$ cat config.mk
export PLATFORM = sky130hd
export DESIGN_NAME = dmac_bus_interface
export DESIGN_NICKNAME = d
export VERILOG_FILES = /design/src/dmac_pkg.sv /design/src/dmac_bus_interface.sv
export VERILOG_INCLUDE_DIRS = /design/src
export SDC_FILE = /design/constraint.sdc
export NUM_CORES = 1
export LEC_CHECK = 0
export BUFFER_PORTS_ARGS = -buffer_cell sky130_fd_sc_hd__buf_2
export CAP_MARGIN = 20
export CELL_PAD_IN_SITES_DETAIL_PLACEMENT = 1
export CELL_PAD_IN_SITES_GLOBAL_PLACEMENT = 1
export CORE_ASPECT_RATIO = 1.4
export CORE_UTILIZATION = 30
export CTS_CLUSTER_DIAMETER = 200
export CTS_CLUSTER_SIZE = 28
export DETAILED_ROUTE_END_ITERATION = 8
export PLACE_DENSITY = 0.53
export SETUP_SLACK_MARGIN = 0.05
export SLEW_MARGIN = 20
export SYNTH_ARGS = -nofsm -noshare
export SYNTH_HDL_FRONTEND = slang
export SYNTH_SLANG_ARGS = --single-unit
$ cat constraint.sdc
create_clock -name clk_sys -period 5.42 [get_ports clk_sys]
set_clock_uncertainty 0.05 [all_clocks]
set_input_delay 0.813 -clock clk_sys [delete_from_list [all_inputs] [get_ports clk_sys]]
set_output_delay 0.813 -clock clk_sys [all_outputs]
set_load 0.02 [all_outputs]
$ cat src/dmac_regs.svh
// Register offsets, field positions and reset values of the DMA bus interface.
`ifndef DMAC_REGS_SVH
`define DMAC_REGS_SVH

// ----------------------------------------------------------------------------
// Host register offsets on the low address nibble
// ----------------------------------------------------------------------------
`define DMAC_ADDR_GLOBAL  3
`define DMAC_ADDR_COUNT   0
`define DMAC_OFF_CMD      4'h8
`define DMAC_OFF_REQ      4'h9
`define DMAC_OFF_MASK1    4'ha
`define DMAC_OFF_MODE     4'hb
`define DMAC_OFF_CLRBP    4'hc
`define DMAC_OFF_CLEAR    4'hd
`define DMAC_OFF_MASKALL  4'hf

// ----------------------------------------------------------------------------
// Field positions and encodings
// ----------------------------------------------------------------------------
`define DMAC_CMD_DISABLE  2
`define DMAC_CMD_REQ_LOW  6
`define DMAC_CMD_GNT_HIGH 7
`define DMAC_BIT_SET      2
`define DMAC_MODE_AUTO    2
`define DMAC_MODE_DEC     3
`define DMAC_MODE_XF_HI   5
`define DMAC_MODE_XF_LO   4
`define DMAC_TYPE_WRITE   2'b01
`define DMAC_TYPE_READ    2'b10
`define DMAC_XF_DEMAND    2'b00
`define DMAC_XF_SINGLE    2'b01
`define DMAC_XF_BLOCK     2'b10

// ----------------------------------------------------------------------------
// Reset values and constants
// ----------------------------------------------------------------------------
`define DMAC_CMD_RESET    8'h00
`define DMAC_MASK_RESET   4'hf
`define DMAC_NIB_ZERO     4'h0
`define DMAC_BYTE_ZERO    8'h00
`define DMAC_WORD_ZERO    16'h0000
`define DMAC_MODE_RESET   6'h00
`define DMAC_STEP         16'h0001

`endif

$ cat src/dmac_pkg.sv
// Types shared by the DMA bus interface.
package dmac_pkg;
  typedef enum logic [2:0] {
    ST_IDLE = 3'b000,
    ST_HOLD = 3'b001,
    ST_S1   = 3'b010,
    ST_S2   = 3'b011,
    ST_S3   = 3'b100,
    ST_S4   = 3'b101
  } dmac_state_t;
  typedef logic [1:0] dmac_chan_t;
endpackage : dmac_pkg

$ cat src/dmac_bus_interface.sv
// Pin-level bus interface and register complement of a four-channel DMA controller.
`include "dmac_regs.svh"

// Notes on behaviour
// - I/O write strobe is host input when idle, device output during service.
// - End-of-service is open-drain active low; outside party may pull it low.
// - Terminal count on any channel pulses end-of-service low.
// - End of service ends transfer, clears request, reloads currents if autoinit.
// - End of service sets mask and count-exhausted bits unless autoinit.
// - Low address nibble selects registers when idle, carries address when active.
// - Middle address nibble driven only during service, floating otherwise.
// - Hold request asserted while any unmasked valid channel request exists.
// - Per-channel grant with programmable level, active low after reset.
// - Active-high address enable gates the external upper address latch.
// - Active-high upper address strobe pulses to capture upper byte.
// - Active-low memory read strobe during memory-to-peripheral transfers.
// - Active-low memory write strobe during peripheral-to-memory transfers.
// - Each channel holds base and current address and word count.
// - Temporary address, count and data registers plus status and command.
// - Reset clears command, status, request, temporaries, byte pointer; sets masks.
// - Upper eight address bits go out on data lines during service.
module dmac_bus_interface (
  input  wire logic       clk_sys,
  input  wire logic       rst_n,
  input  wire logic       chipSelectN,
  input  wire logic       ioWriteStrobeIn,
  output logic            ioWriteStrobeOut,
  output logic            ioWriteStrobeOe,
  input  wire logic       ioReadStrobeIn,
  output logic            ioReadStrobeOut,
  output logic            ioReadStrobeOe,
  input  wire logic       endOfServiceNIn,
  output logic            endOfServiceNOut,
  output logic            endOfServiceNOe,
  input  wire logic [3:0] lowAddressNibbleIn,
  output logic      [3:0] lowAddressNibbleOut,
  output logic            lowAddressNibbleOe,
  output logic      [3:0] midAddressNibble,
  output logic            midAddressNibbleOe,
  output logic            busHoldRequest,
  input  wire logic       busHoldGrant,
  input  wire logic [3:0] channelRequest,
  output logic      [3:0] channelGrant,
  output logic            addressDriveEnable,
  output logic            upperAddressStrobe,
  output logic            memoryReadStrobeN,
  output logic            memoryWriteStrobeN,
  output logic            memoryStrobeOe,
  input  wire logic [7:0] systemDataIn,
  output logic      [7:0] systemDataOut,
  output logic            systemDataOe
);

  // --------------------------------------------------------------------------
  // Register complement
  // --------------------------------------------------------------------------
  logic [15:0]          baseAddr   [4];
  logic [15:0]          baseCount  [4];
  logic [15:0]          curAddr    [4];
  logic [15:0]          curCount   [4];
  logic [5:0]           mode       [4];
  logic [15:0]          tempAddr;
  logic [15:0]          tempCount;
  logic [7:0]           tempData;
  logic [7:0]           command;
  logic [7:0]           status;
  logic [3:0]           mask;
  logic [3:0]           softReq;
  logic                 bytePtr;
  logic                 ioWrPrev;
  logic                 ioRdPrev;
  logic                 eopSeen;
  dmac_pkg::dmac_state_t state;
  dmac_pkg::dmac_state_t next_state;
  dmac_pkg::dmac_chan_t  actCh;

  // Address step used for both address and count updates.
  function automatic logic [15:0] dmac_step(input logic [15:0] a, input logic dec);
    return dec ? (a - `DMAC_STEP) : (a + `DMAC_STEP);
  endfunction : dmac_step

  // Fixed priority pick, channel zero first.
  function automatic dmac_pkg::dmac_chan_t dmac_first(input logic [3:0] v);
    dmac_pkg::dmac_chan_t c;
    c = 2'h3;
    for (int i = 3; i >= 0; i--) begin
      if (v[i]) begin
        c = 2'(i);
      end
    end
    return c;
  endfunction : dmac_first

  // --------------------------------------------------------------------------
  // Request qualification and host access decode
  // --------------------------------------------------------------------------
  // Requests are aligned to their programmed level, then masked.
  wire [3:0] hwReq    = command[`DMAC_CMD_REQ_LOW] ? ~channelRequest : channelRequest;
  wire [3:0] validReq = (hwReq | softReq) & ~mask & {4{~command[`DMAC_CMD_DISABLE]}};
  wire       anyValid = |validReq;
  wire       progCond = (state == dmac_pkg::ST_IDLE) && !chipSelectN && !busHoldGrant;
  wire       hostWrite = progCond && !ioWrPrev && ioWriteStrobeIn;
  wire       hostReadEnd = progCond && !ioRdPrev && ioReadStrobeIn;
  wire       hostReading = progCond && !ioReadStrobeIn;
  wire [3:0] regSel   = lowAddressNibbleIn;
  wire       chanReg  = !regSel[`DMAC_ADDR_GLOBAL];
  wire [1:0] selCh    = regSel[2:1];
  wire       selCount = regSel[`DMAC_ADDR_COUNT];
  wire [1:0] dataCh   = systemDataIn[1:0];
  wire       masterClear = hostWrite && (regSel == `DMAC_OFF_CLEAR);

  // Read selection for the host.
  wire [15:0] chWord  = selCount ? curCount[selCh] : curAddr[selCh];
  wire [7:0]  chByte  = bytePtr ? chWord[15:8] : chWord[7:0];
  wire [7:0]  readMux = chanReg ? chByte :
                        (regSel == `DMAC_OFF_CMD)   ? status :
                        (regSel == `DMAC_OFF_CLEAR) ? tempData : `DMAC_BYTE_ZERO;

  // --------------------------------------------------------------------------
  // Service sequencing terms
  // --------------------------------------------------------------------------
  wire [5:0]  actMode  = mode[actCh];
  wire [1:0]  actXf    = actMode[`DMAC_MODE_XF_HI:`DMAC_MODE_XF_LO];
  wire [1:0]  actType  = actMode[1:0];
  wire        autoInit = actMode[`DMAC_MODE_AUTO];
  wire        tcHit    = (curCount[actCh] == `DMAC_WORD_ZERO);
  wire        endNow   = tcHit || eopSeen || !endOfServiceNIn;
  wire [15:0] stepAddr = dmac_step(curAddr[actCh], actMode[`DMAC_MODE_DEC]);
  wire [15:0] nextAddr = (state == dmac_pkg::ST_S4) ? stepAddr : curAddr[actCh];
  wire        inSvcNext = (next_state == dmac_pkg::ST_S1) || (next_state == dmac_pkg::ST_S2) ||
                          (next_state == dmac_pkg::ST_S3) || (next_state == dmac_pkg::ST_S4);
  wire        strobeNext = (next_state == dmac_pkg::ST_S2) || (next_state == dmac_pkg::ST_S3);
  wire [3:0]  grantAct = inSvcNext ? (4'h1 << actCh) : `DMAC_NIB_ZERO;

  // Next state: idle, hold wait, then four working states per byte.
  always_comb begin
    next_state = state;
    case (state)
      dmac_pkg::ST_IDLE: begin
        if (anyValid) begin
          next_state = dmac_pkg::ST_HOLD;
        end
      end
      dmac_pkg::ST_HOLD: begin
        if (busHoldGrant) begin
          next_state = dmac_pkg::ST_S1;
        end else if (!anyValid) begin
          next_state = dmac_pkg::ST_IDLE;
        end
      end
      dmac_pkg::ST_S1: next_state = dmac_pkg::ST_S2;
      dmac_pkg::ST_S2: next_state = dmac_pkg::ST_S3;
      dmac_pkg::ST_S3: next_state = dmac_pkg::ST_S4;
      dmac_pkg::ST_S4: begin
        if (endNow || (actXf == `DMAC_XF_SINGLE)) begin
          next_state = dmac_pkg::ST_IDLE;
        end else if (actXf == `DMAC_XF_BLOCK) begin
          next_state = dmac_pkg::ST_S1;
        end else if ((actXf == `DMAC_XF_DEMAND) && validReq[actCh]) begin
          next_state = dmac_pkg::ST_S1;
        end else begin
          next_state = dmac_pkg::ST_IDLE;
        end
      end
      default: next_state = dmac_pkg::ST_IDLE;
    endcase
  end

  // State, channel choice and strobe history.
  always_ff @(posedge clk_sys) begin
    if (!rst_n || masterClear) begin
      state    <= dmac_pkg::ST_IDLE;
      actCh    <= 2'h0;
      ioWrPrev <= 1'b1;
      ioRdPrev <= 1'b1;
      eopSeen  <= 1'b0;
    end else begin
      state    <= next_state;
      ioWrPrev <= ioWriteStrobeIn;
      ioRdPrev <= ioReadStrobeIn;
      if (state == dmac_pkg::ST_IDLE) begin
        actCh <= dmac_first(validReq);
      end
      eopSeen <= (state != dmac_pkg::ST_IDLE) && (state != dmac_pkg::ST_S4) &&
                 (eopSeen || !endOfServiceNIn);
    end
  end

  // --------------------------------------------------------------------------
  // Register file: host programming and end-of-byte updates
  // --------------------------------------------------------------------------
  always_ff @(posedge clk_sys) begin
    if (!rst_n || masterClear) begin
      command <= `DMAC_CMD_RESET;
      status  <= `DMAC_BYTE_ZERO;
      softReq <= `DMAC_NIB_ZERO;
      mask    <= `DMAC_MASK_RESET;
      bytePtr <= 1'b0;
      tempAddr  <= `DMAC_WORD_ZERO;
      tempCount <= `DMAC_WORD_ZERO;
      tempData  <= `DMAC_BYTE_ZERO;
      for (int i = 0; i < 4; i++) begin
        baseAddr[i]  <= `DMAC_WORD_ZERO;
        baseCount[i] <= `DMAC_WORD_ZERO;
        curAddr[i]   <= `DMAC_WORD_ZERO;
        curCount[i]  <= `DMAC_WORD_ZERO;
        mode[i]      <= `DMAC_MODE_RESET;
      end
    end else begin
      status[7:4] <= hwReq;
      if (hostReadEnd && (regSel == `DMAC_OFF_CMD)) begin
        status[3:0] <= `DMAC_NIB_ZERO;
      end
      if ((hostWrite || hostReadEnd) && chanReg) begin
        bytePtr <= ~bytePtr;
      end
      if (hostWrite) begin
        if (chanReg && selCount && bytePtr) begin
          baseCount[selCh][15:8] <= systemDataIn;
          curCount[selCh][15:8]  <= systemDataIn;
        end else if (chanReg && selCount) begin
          baseCount[selCh][7:0] <= systemDataIn;
          curCount[selCh][7:0]  <= systemDataIn;
        end else if (chanReg && bytePtr) begin
          baseAddr[selCh][15:8] <= systemDataIn;
          curAddr[selCh][15:8]  <= systemDataIn;
        end else if (chanReg) begin
          baseAddr[selCh][7:0] <= systemDataIn;
          curAddr[selCh][7:0]  <= systemDataIn;
        end
        case (regSel)
          `DMAC_OFF_CMD:     command <= systemDataIn;
          `DMAC_OFF_REQ:     softReq[dataCh] <= systemDataIn[`DMAC_BIT_SET];
          `DMAC_OFF_MASK1:   mask[dataCh] <= systemDataIn[`DMAC_BIT_SET];
          `DMAC_OFF_MODE:    mode[dataCh] <= systemDataIn[7:2];
          `DMAC_OFF_CLRBP:   bytePtr <= 1'b0;
          `DMAC_OFF_MASKALL: mask <= systemDataIn[3:0];
          default: ;
        endcase
      end
      if (state == dmac_pkg::ST_S3) begin
        tempData <= systemDataIn;
      end
      // End of a byte: step address and count, then close the service if due.
      if (state == dmac_pkg::ST_S4) begin
        tempAddr  <= curAddr[actCh];
        tempCount <= curCount[actCh];
        curAddr[actCh]  <= stepAddr;
        curCount[actCh] <= dmac_step(curCount[actCh], 1'b1);
        if (endNow) begin
          softReq[actCh] <= 1'b0;
          if (autoInit) begin
            curAddr[actCh]  <= baseAddr[actCh];
            curCount[actCh] <= baseCount[actCh];
          end else begin
            mask[actCh]   <= 1'b1;
            status[actCh] <= 1'b1;
          end
        end
      end
    end
  end

  // --------------------------------------------------------------------------
  // Registered pin drivers
  // --------------------------------------------------------------------------
  always_ff @(posedge clk_sys) begin
    if (!rst_n) begin
      busHoldRequest      <= 1'b0;
      addressDriveEnable  <= 1'b0;
      upperAddressStrobe  <= 1'b0;
      lowAddressNibbleOut <= `DMAC_NIB_ZERO;
      lowAddressNibbleOe  <= 1'b0;
      midAddressNibble    <= `DMAC_NIB_ZERO;
      midAddressNibbleOe  <= 1'b0;
      systemDataOut       <= `DMAC_BYTE_ZERO;
      systemDataOe        <= 1'b0;
      ioWriteStrobeOut    <= 1'b1;
      ioReadStrobeOut     <= 1'b1;
      ioWriteStrobeOe     <= 1'b0;
      ioReadStrobeOe      <= 1'b0;
      memoryReadStrobeN   <= 1'b1;
      memoryWriteStrobeN  <= 1'b1;
      memoryStrobeOe      <= 1'b0;
      channelGrant        <= `DMAC_MASK_RESET;
      endOfServiceNOut    <= 1'b0;
      endOfServiceNOe     <= 1'b0;
    end else begin
      busHoldRequest      <= (next_state != dmac_pkg::ST_IDLE);
      addressDriveEnable  <= inSvcNext;
      upperAddressStrobe  <= (next_state == dmac_pkg::ST_S1);
      lowAddressNibbleOut <= nextAddr[3:0];
      lowAddressNibbleOe  <= inSvcNext;
      midAddressNibble    <= nextAddr[7:4];
      midAddressNibbleOe  <= inSvcNext;
      systemDataOut       <= (next_state == dmac_pkg::ST_S1) ? nextAddr[15:8] : readMux;
      systemDataOe        <= (next_state == dmac_pkg::ST_S1) || hostReading;
      ioWriteStrobeOut    <= ~(strobeNext && (actType == `DMAC_TYPE_READ));
      ioReadStrobeOut     <= ~(strobeNext && (actType == `DMAC_TYPE_WRITE));
      ioWriteStrobeOe     <= inSvcNext;
      ioReadStrobeOe      <= inSvcNext;
      memoryReadStrobeN   <= ~(strobeNext && (actType == `DMAC_TYPE_READ));
      memoryWriteStrobeN  <= ~(strobeNext && (actType == `DMAC_TYPE_WRITE));
      memoryStrobeOe      <= inSvcNext;
      channelGrant        <= command[`DMAC_CMD_GNT_HIGH] ? grantAct : ~grantAct;
      endOfServiceNOut    <= 1'b0;
      endOfServiceNOe     <= (state == dmac_pkg::ST_S4) && tcHit;
    end
  end
endmodule : dmac_bus_interface

Word level (Yosys, flattened, before mapping)

Memories as Yosys holds them, arrays and structs flattened. A register that Yosys moved wholly into a read port is not among the register bits.
Index checks and enable logic that the tools add are counted.

Register bits after elaboration: 68
Logic and storage cells: 247
Bits in writable memories: 280
Memories kept: 5
Output and inout bits: 35
Bits of input ports: 23

Reduce and logical (&&, ||, !) cells: 55
Bitwise gates (word level): 16
Equal/unequal tests: 21
Shift-type cells: 1
Mux-type cells: 119
$add $sub $neg: 3
Order comparisons: 5

Memories:

| name      | words | bits a word | read ports | clocked after memory_dff | write ports | RTL line                 | RTL |
|---|---|---|---|---|---|---|---|
| baseAddr  | 4     | 16          | 1          | 1                        | 4           | dmac_bus_interface.sv:57 | `logic [15:0] baseAddr [4];` |
| baseCount | 4     | 16          | 1          | 1                        | 4           | dmac_bus_interface.sv:58 | `logic [15:0] baseCount [4];` |
| curAddr   | 4     | 16          | 2          | 1                        | 4           | dmac_bus_interface.sv:59 | `logic [15:0] curAddr [4];` |
| curCount  | 4     | 16          | 2          | 1                        | 4           | dmac_bus_interface.sv:60 | `logic [15:0] curCount [4];` |
| mode      | 4     | 6           | 1          | 1                        | 4           | dmac_bus_interface.sv:61 | `logic [5:0] mode [4];` |

Operators by type and width:

| kind                                                                  | number |
|---|---|
| 16-bit two-way mux                                                    | 11 |
| 16-bit OR reduction                                                   | 6 |
| 8-bit two-way mux                                                     | 8 |
| 4-bit two-way mux                                                     | 15 |
| 2-bit two-way mux                                                     | 28 |
| 1-bit two-way mux                                                     | 45 |
| 16-bit by 1-bit subtractor with 16-bit output (second input constant) | 2 |
| 4-bit == test (second input constant)                                 | 7 |
| 1-bit logical AND                                                     | 22 |
| 3-bit one-hot mux with 6 select lines                                 | 1 |
| 16-bit by 1-bit adder with 16-bit output (second input constant)      | 1 |
| 16-bit zero test                                                      | 1 |
| 4-bit NOT                                                             | 4 |
| 4-bit AND                                                             | 3 |
| 3-bit by 2-bit == test with 1-bit output (second input constant)      | 4 |
| 3-bit == test (second input constant)                                 | 4 |
| 1-bit logical OR                                                      | 11 |
| 3-bit two-way mux                                                     | 3 |
| 4-bit bitwise mux                                                     | 2 |
| 1-bit zero test                                                       | 8 |
| 4-bit bitwise OR                                                      | 2 |
| 8-bit by 4-bit bitwise OR with 8-bit output                           | 1 |
| 4-bit one-hot mux with 2 select lines                                 | 1 |
| 1-bit demux with 2-bit select                                         | 3 |
| 18 further kinds                                                      | 27 |

Longest topological paths before layout

Word-level depth: 19
Mapped depth: 16
Mapped depth without buffers: 11

Least setup slack after synthesis

OpenSTA, ideal clock, no wires.

Path kind: flip-flop to flip-flop
Start: register (tool-made name)
End: memory curAddr[0][10] (data pin)
Path slack: 862 ps
Stages on the path, launching flop included: 16
Period minus slack after synthesis: 4558 ps
Required time: 5099 ps
Library setup time: 271 ps
Buffers on the path: 5
Arrival: 4238 ps
Path through: dfxtp_1 buf_6 buf_6 buf_2 buf_1 buf_2 mux4_2 ha_1 nor2b_1 o31a_1 or4_1 a41oi_1 xnor2_1 a211o_1 o21ai_1 nor2_1

RTL lines:

| what      | RTL line |
|---|---|
| to (decl) | dmac_bus_interface.sv:59 |

==> results by group <==
Detailed routing
  – Routed len/inst: roughly 26 µm
  – DRT antenna net count: 0
  – Initial DRT Pass Iterations: 5
  – Routed vias/inst: ~5.3
  – WL final: 56700 µm
  – Iteration-0 DRC Markers: about 700
  – Total number of vias: ~12000
  – DRC viols: 0

Placed design
  – GP Congestion: between 0.8 and 0.9
  – Dpl cells: approximately 2200
  – I/O Buffers: 56
  – Setup WS pre-CTS: around 0.99 ns
  – Post-DP HPWL: 41100 µm

Clocking
  – Number of setup buffers added after CTS: 0
  – CTS Buffer Depth: 3
  – Total CTS buffers: 16
  – CTS clk-pin slew, worst paths: ~0.12 ns
  – CTS Hold Bufs: 0
  – Worst skew pair latency: 0.55 ns
  – Clk sink count: about 350
  – TritonCTS clock tree: yes
  – Root Driver: clkbuf_16
  – H-tree depth: 1
  – # resized after CTS: 0

Synthesis
  – Syn. warnings: 0
  – Adder-cell share of the synthesized area: 0.0121
  – Top FF cell, synth: edfxtp_1
  – Synth Register Bits: approximately 350
  – Post-synth top area share: 0.490
  – Area of the mapped netlist: ~17000 µm²
  – Count of cell types in the netlist: 75
  – Ys async rst share: 0
  – Post-Synthesis Cells: 1413
  – Post-Synth Simple-Gate Area: 0.141
  – Post-synthesis sequential area ratio: 0.566
  – Post-synthesis xor/xnor area fraction: 0.0156
  – Syn nets: approximately 1500
  – Post-synth top area cell: edfxtp_1
  – Synth Area in Compound Gates: 0.0781
  – Synth top area cells: edfxtp_1 (49%), mux4_2 (13%), dfxtp_1 (7.6%)
  – Average cell area after synthesis: roughly 12 µm²
  – Mux share of post-synthesis cell area: 0.151
  – Largest family of logic cells by synthesized area: multiplexers
  – EDFF count, synth: 280

GRT
  – Antenna violations before repair: 0
  – Met2 usage: 0.364
  – M3 GR Usage: 0.0126
  – Busiest grt layer: met2
  – Largest net degree at the start of global routing: 39
  – Grt ovf: 0
  – Global-route wire length before repair: 84900 µm
  – Vias in the first global route: between 10000 and 15000
  – GR Util All Layers: 0.198
  – GRT met1 Usage: 0.246

Hold path
  – Worst Hold Class: reg -> reg
  – Worst hold path startpoint: status[2]$_SDFF_PP0_
  – Worst Hold Depth: 2

STA
  – Setup TNS: 0 ns
  – Top achievable clock speed: around 230 MHz
  – Final worst-path cycle share: 0.807
  – Final Critical Period: around 4.4 ns
  – Setup violations, final: 0
  – Slew @ Worst Pin: approximately 1.0 ns
  – Unrepaired setup endpoints after global routing: false
  – Slew Viols, Final: 0
  – Final Hold Vio Count: 0
  – Fin Hold WS: 0.407 ns
  – Relative slew slack: 0.330
  – Post-route worst setup slack: 1.05 ns

Finish
  – Commonest non-fill, non-tap cell in the layout: edfxtp_1
  – Post-route insts no fill: 2180
  – Most frequent cells in the layout: edfxtp_1 (280), nor2_1 (261), nand2_1 (143)
  – Proportion of layout cells with a drive suffix above 1: 0.170
  – Area growth syn-to-layout: 9.19%
  – Ant. Diodes: 0
  – Nets: ~1500

Critical path
  – Worst Path Max Fanout: 23
  – Crit path kind: reg -> reg
  – CP max stage delay: roughly 0.65 ns
  – CP Data Required Time: roughly 5.8 ns
  – Worst Setup End Kind: register
  – Worst EP arrival: about 4.7 ns
  – Startpoint types: register
  – CP max stage cell: dfxtp_4
  – Worst-path cell chain: buf_4 -> mux4_2 -> nor2_1 -> nand4_1 -> o21ai_1 -> and2_2 -> buf_4 -> a21oi_1 -> o21ai_1 -> nor2b_1
  – Worst r2r path cells: 10

Floorplan
  – Chip Width: roughly 200 µm
  – Core ar.: roughly 56000 µm²
  – I/O pin cnt: 58
  – Cell Rows: around 100
  – Initial Util: 0.304
  – Die Area: around 58000 µm²
  – Die height: between 200 and 300 µm

Power
  – Leak: between 6 and 7 nW
  – Pwr dens: 273 nW/µm²
  – Worst vdd ir: approximately 0.15 mV
  – Final Total Pwr: approximately 5.1 mW

Flow run
  – Maxcap violations: 0

Status
  – Outcome: complete, no violations
==> cell families after synthesis <==
family / after synthesis
DFF: 345
and+or+nand+nor: 549
buffers and inverters: 146
other: 1
xor gates and xnor gates: 29
muxes: 131
AOI/OAI and AO/OA: 196
adders and majority gates: 16
==> worst paths after layout <==
kind / slack (ns) / to
worst max register to register: 1.05 / curAddr[1][3]$_SDFFCE_PN0P_
worst max-delay path: 1.05 / curAddr[1][3]$_SDFFCE_PN0P_
worst min-delay path: 0.41 / status[2]$_SDFF_PP0_
worst min register to register: 0.41 / status[2]$_SDFF_PP0_
==> layer usage <==
metal  part of all wire  wire, µm
met5                  0         0
met3              0.027      1530
met4              0.028      1570
met2               0.53     29900
met1               0.42     23700
==> stage by stage <==
step                instance area, µm²   util
finish                           18700  0.332
global route                     18700  0.332
CTS                              18700  0.332
detailed placement               18200  0.323
global placement                 18200  0.323
floorplan                        17100      -
==> synth_stat cells (5+ instances only) <==
library cell,count
mux4_2,101
clkbuf_1,48
mux2_2,5
a21o_1,7
nand3_1,30
inv_1,60
a21oi_1,51
a211oi_2,11
o221ai_1,5
buf_1,8
xnor2_1,16
and2_1,12
nand2_1,143
xor2_1,12
nor2b_1,13
nand2b_1,12
ha_1,15
o21ai_1,23
buf_4,12
o21ai_0,29
mux2i_1,25
nor3_1,23
nor2_1,261
and3_1,13
a31oi_1,7
nand4_1,7
nor4_1,5
or3_1,7
dfxtp_1,65
a22oi_1,6
edfxtp_1,280
a311oi_1,7
o211ai_1,9
buf_2,12
==> registers in the layout (all words and copies together) (netlist names), 8 cells and up, named ones only <==
register	count
tempData	8
mode	24
systemDataOut	8
status	8
curAddr	64
baseCount	64
baseAddr	64
curCount	64
==> cell type report <==
type | instances | area [µm²]
inverter | 64 | 240
multi-input combinational | 922 | 6850
clock inverter | 1 | 20.0
tap | 735 | 920
timing repair buffer | 86 | 518
fill | 6096 | 37700
clock buffer | 27 | 463
sequential | 345 | 9720
==> power breakdown <==
| part | switching (mW) | internal, mW |
|---|---|---|
| logic | 0.400 | 0.231 |
| registers | 0.0490 | 2.94 |
| clock network | 0.895 | 0.607 |
==> worst max-delay path: cells and delay by family, from the launching register on <==
family          cells  cell delay (ns)
mux                 1             0.61
simple gates        4             1.36
compound gates      3             0.67
buf+inv             2             0.85
flops               1             0.65
Note: power is estimated with default switching activity, not from simulation.
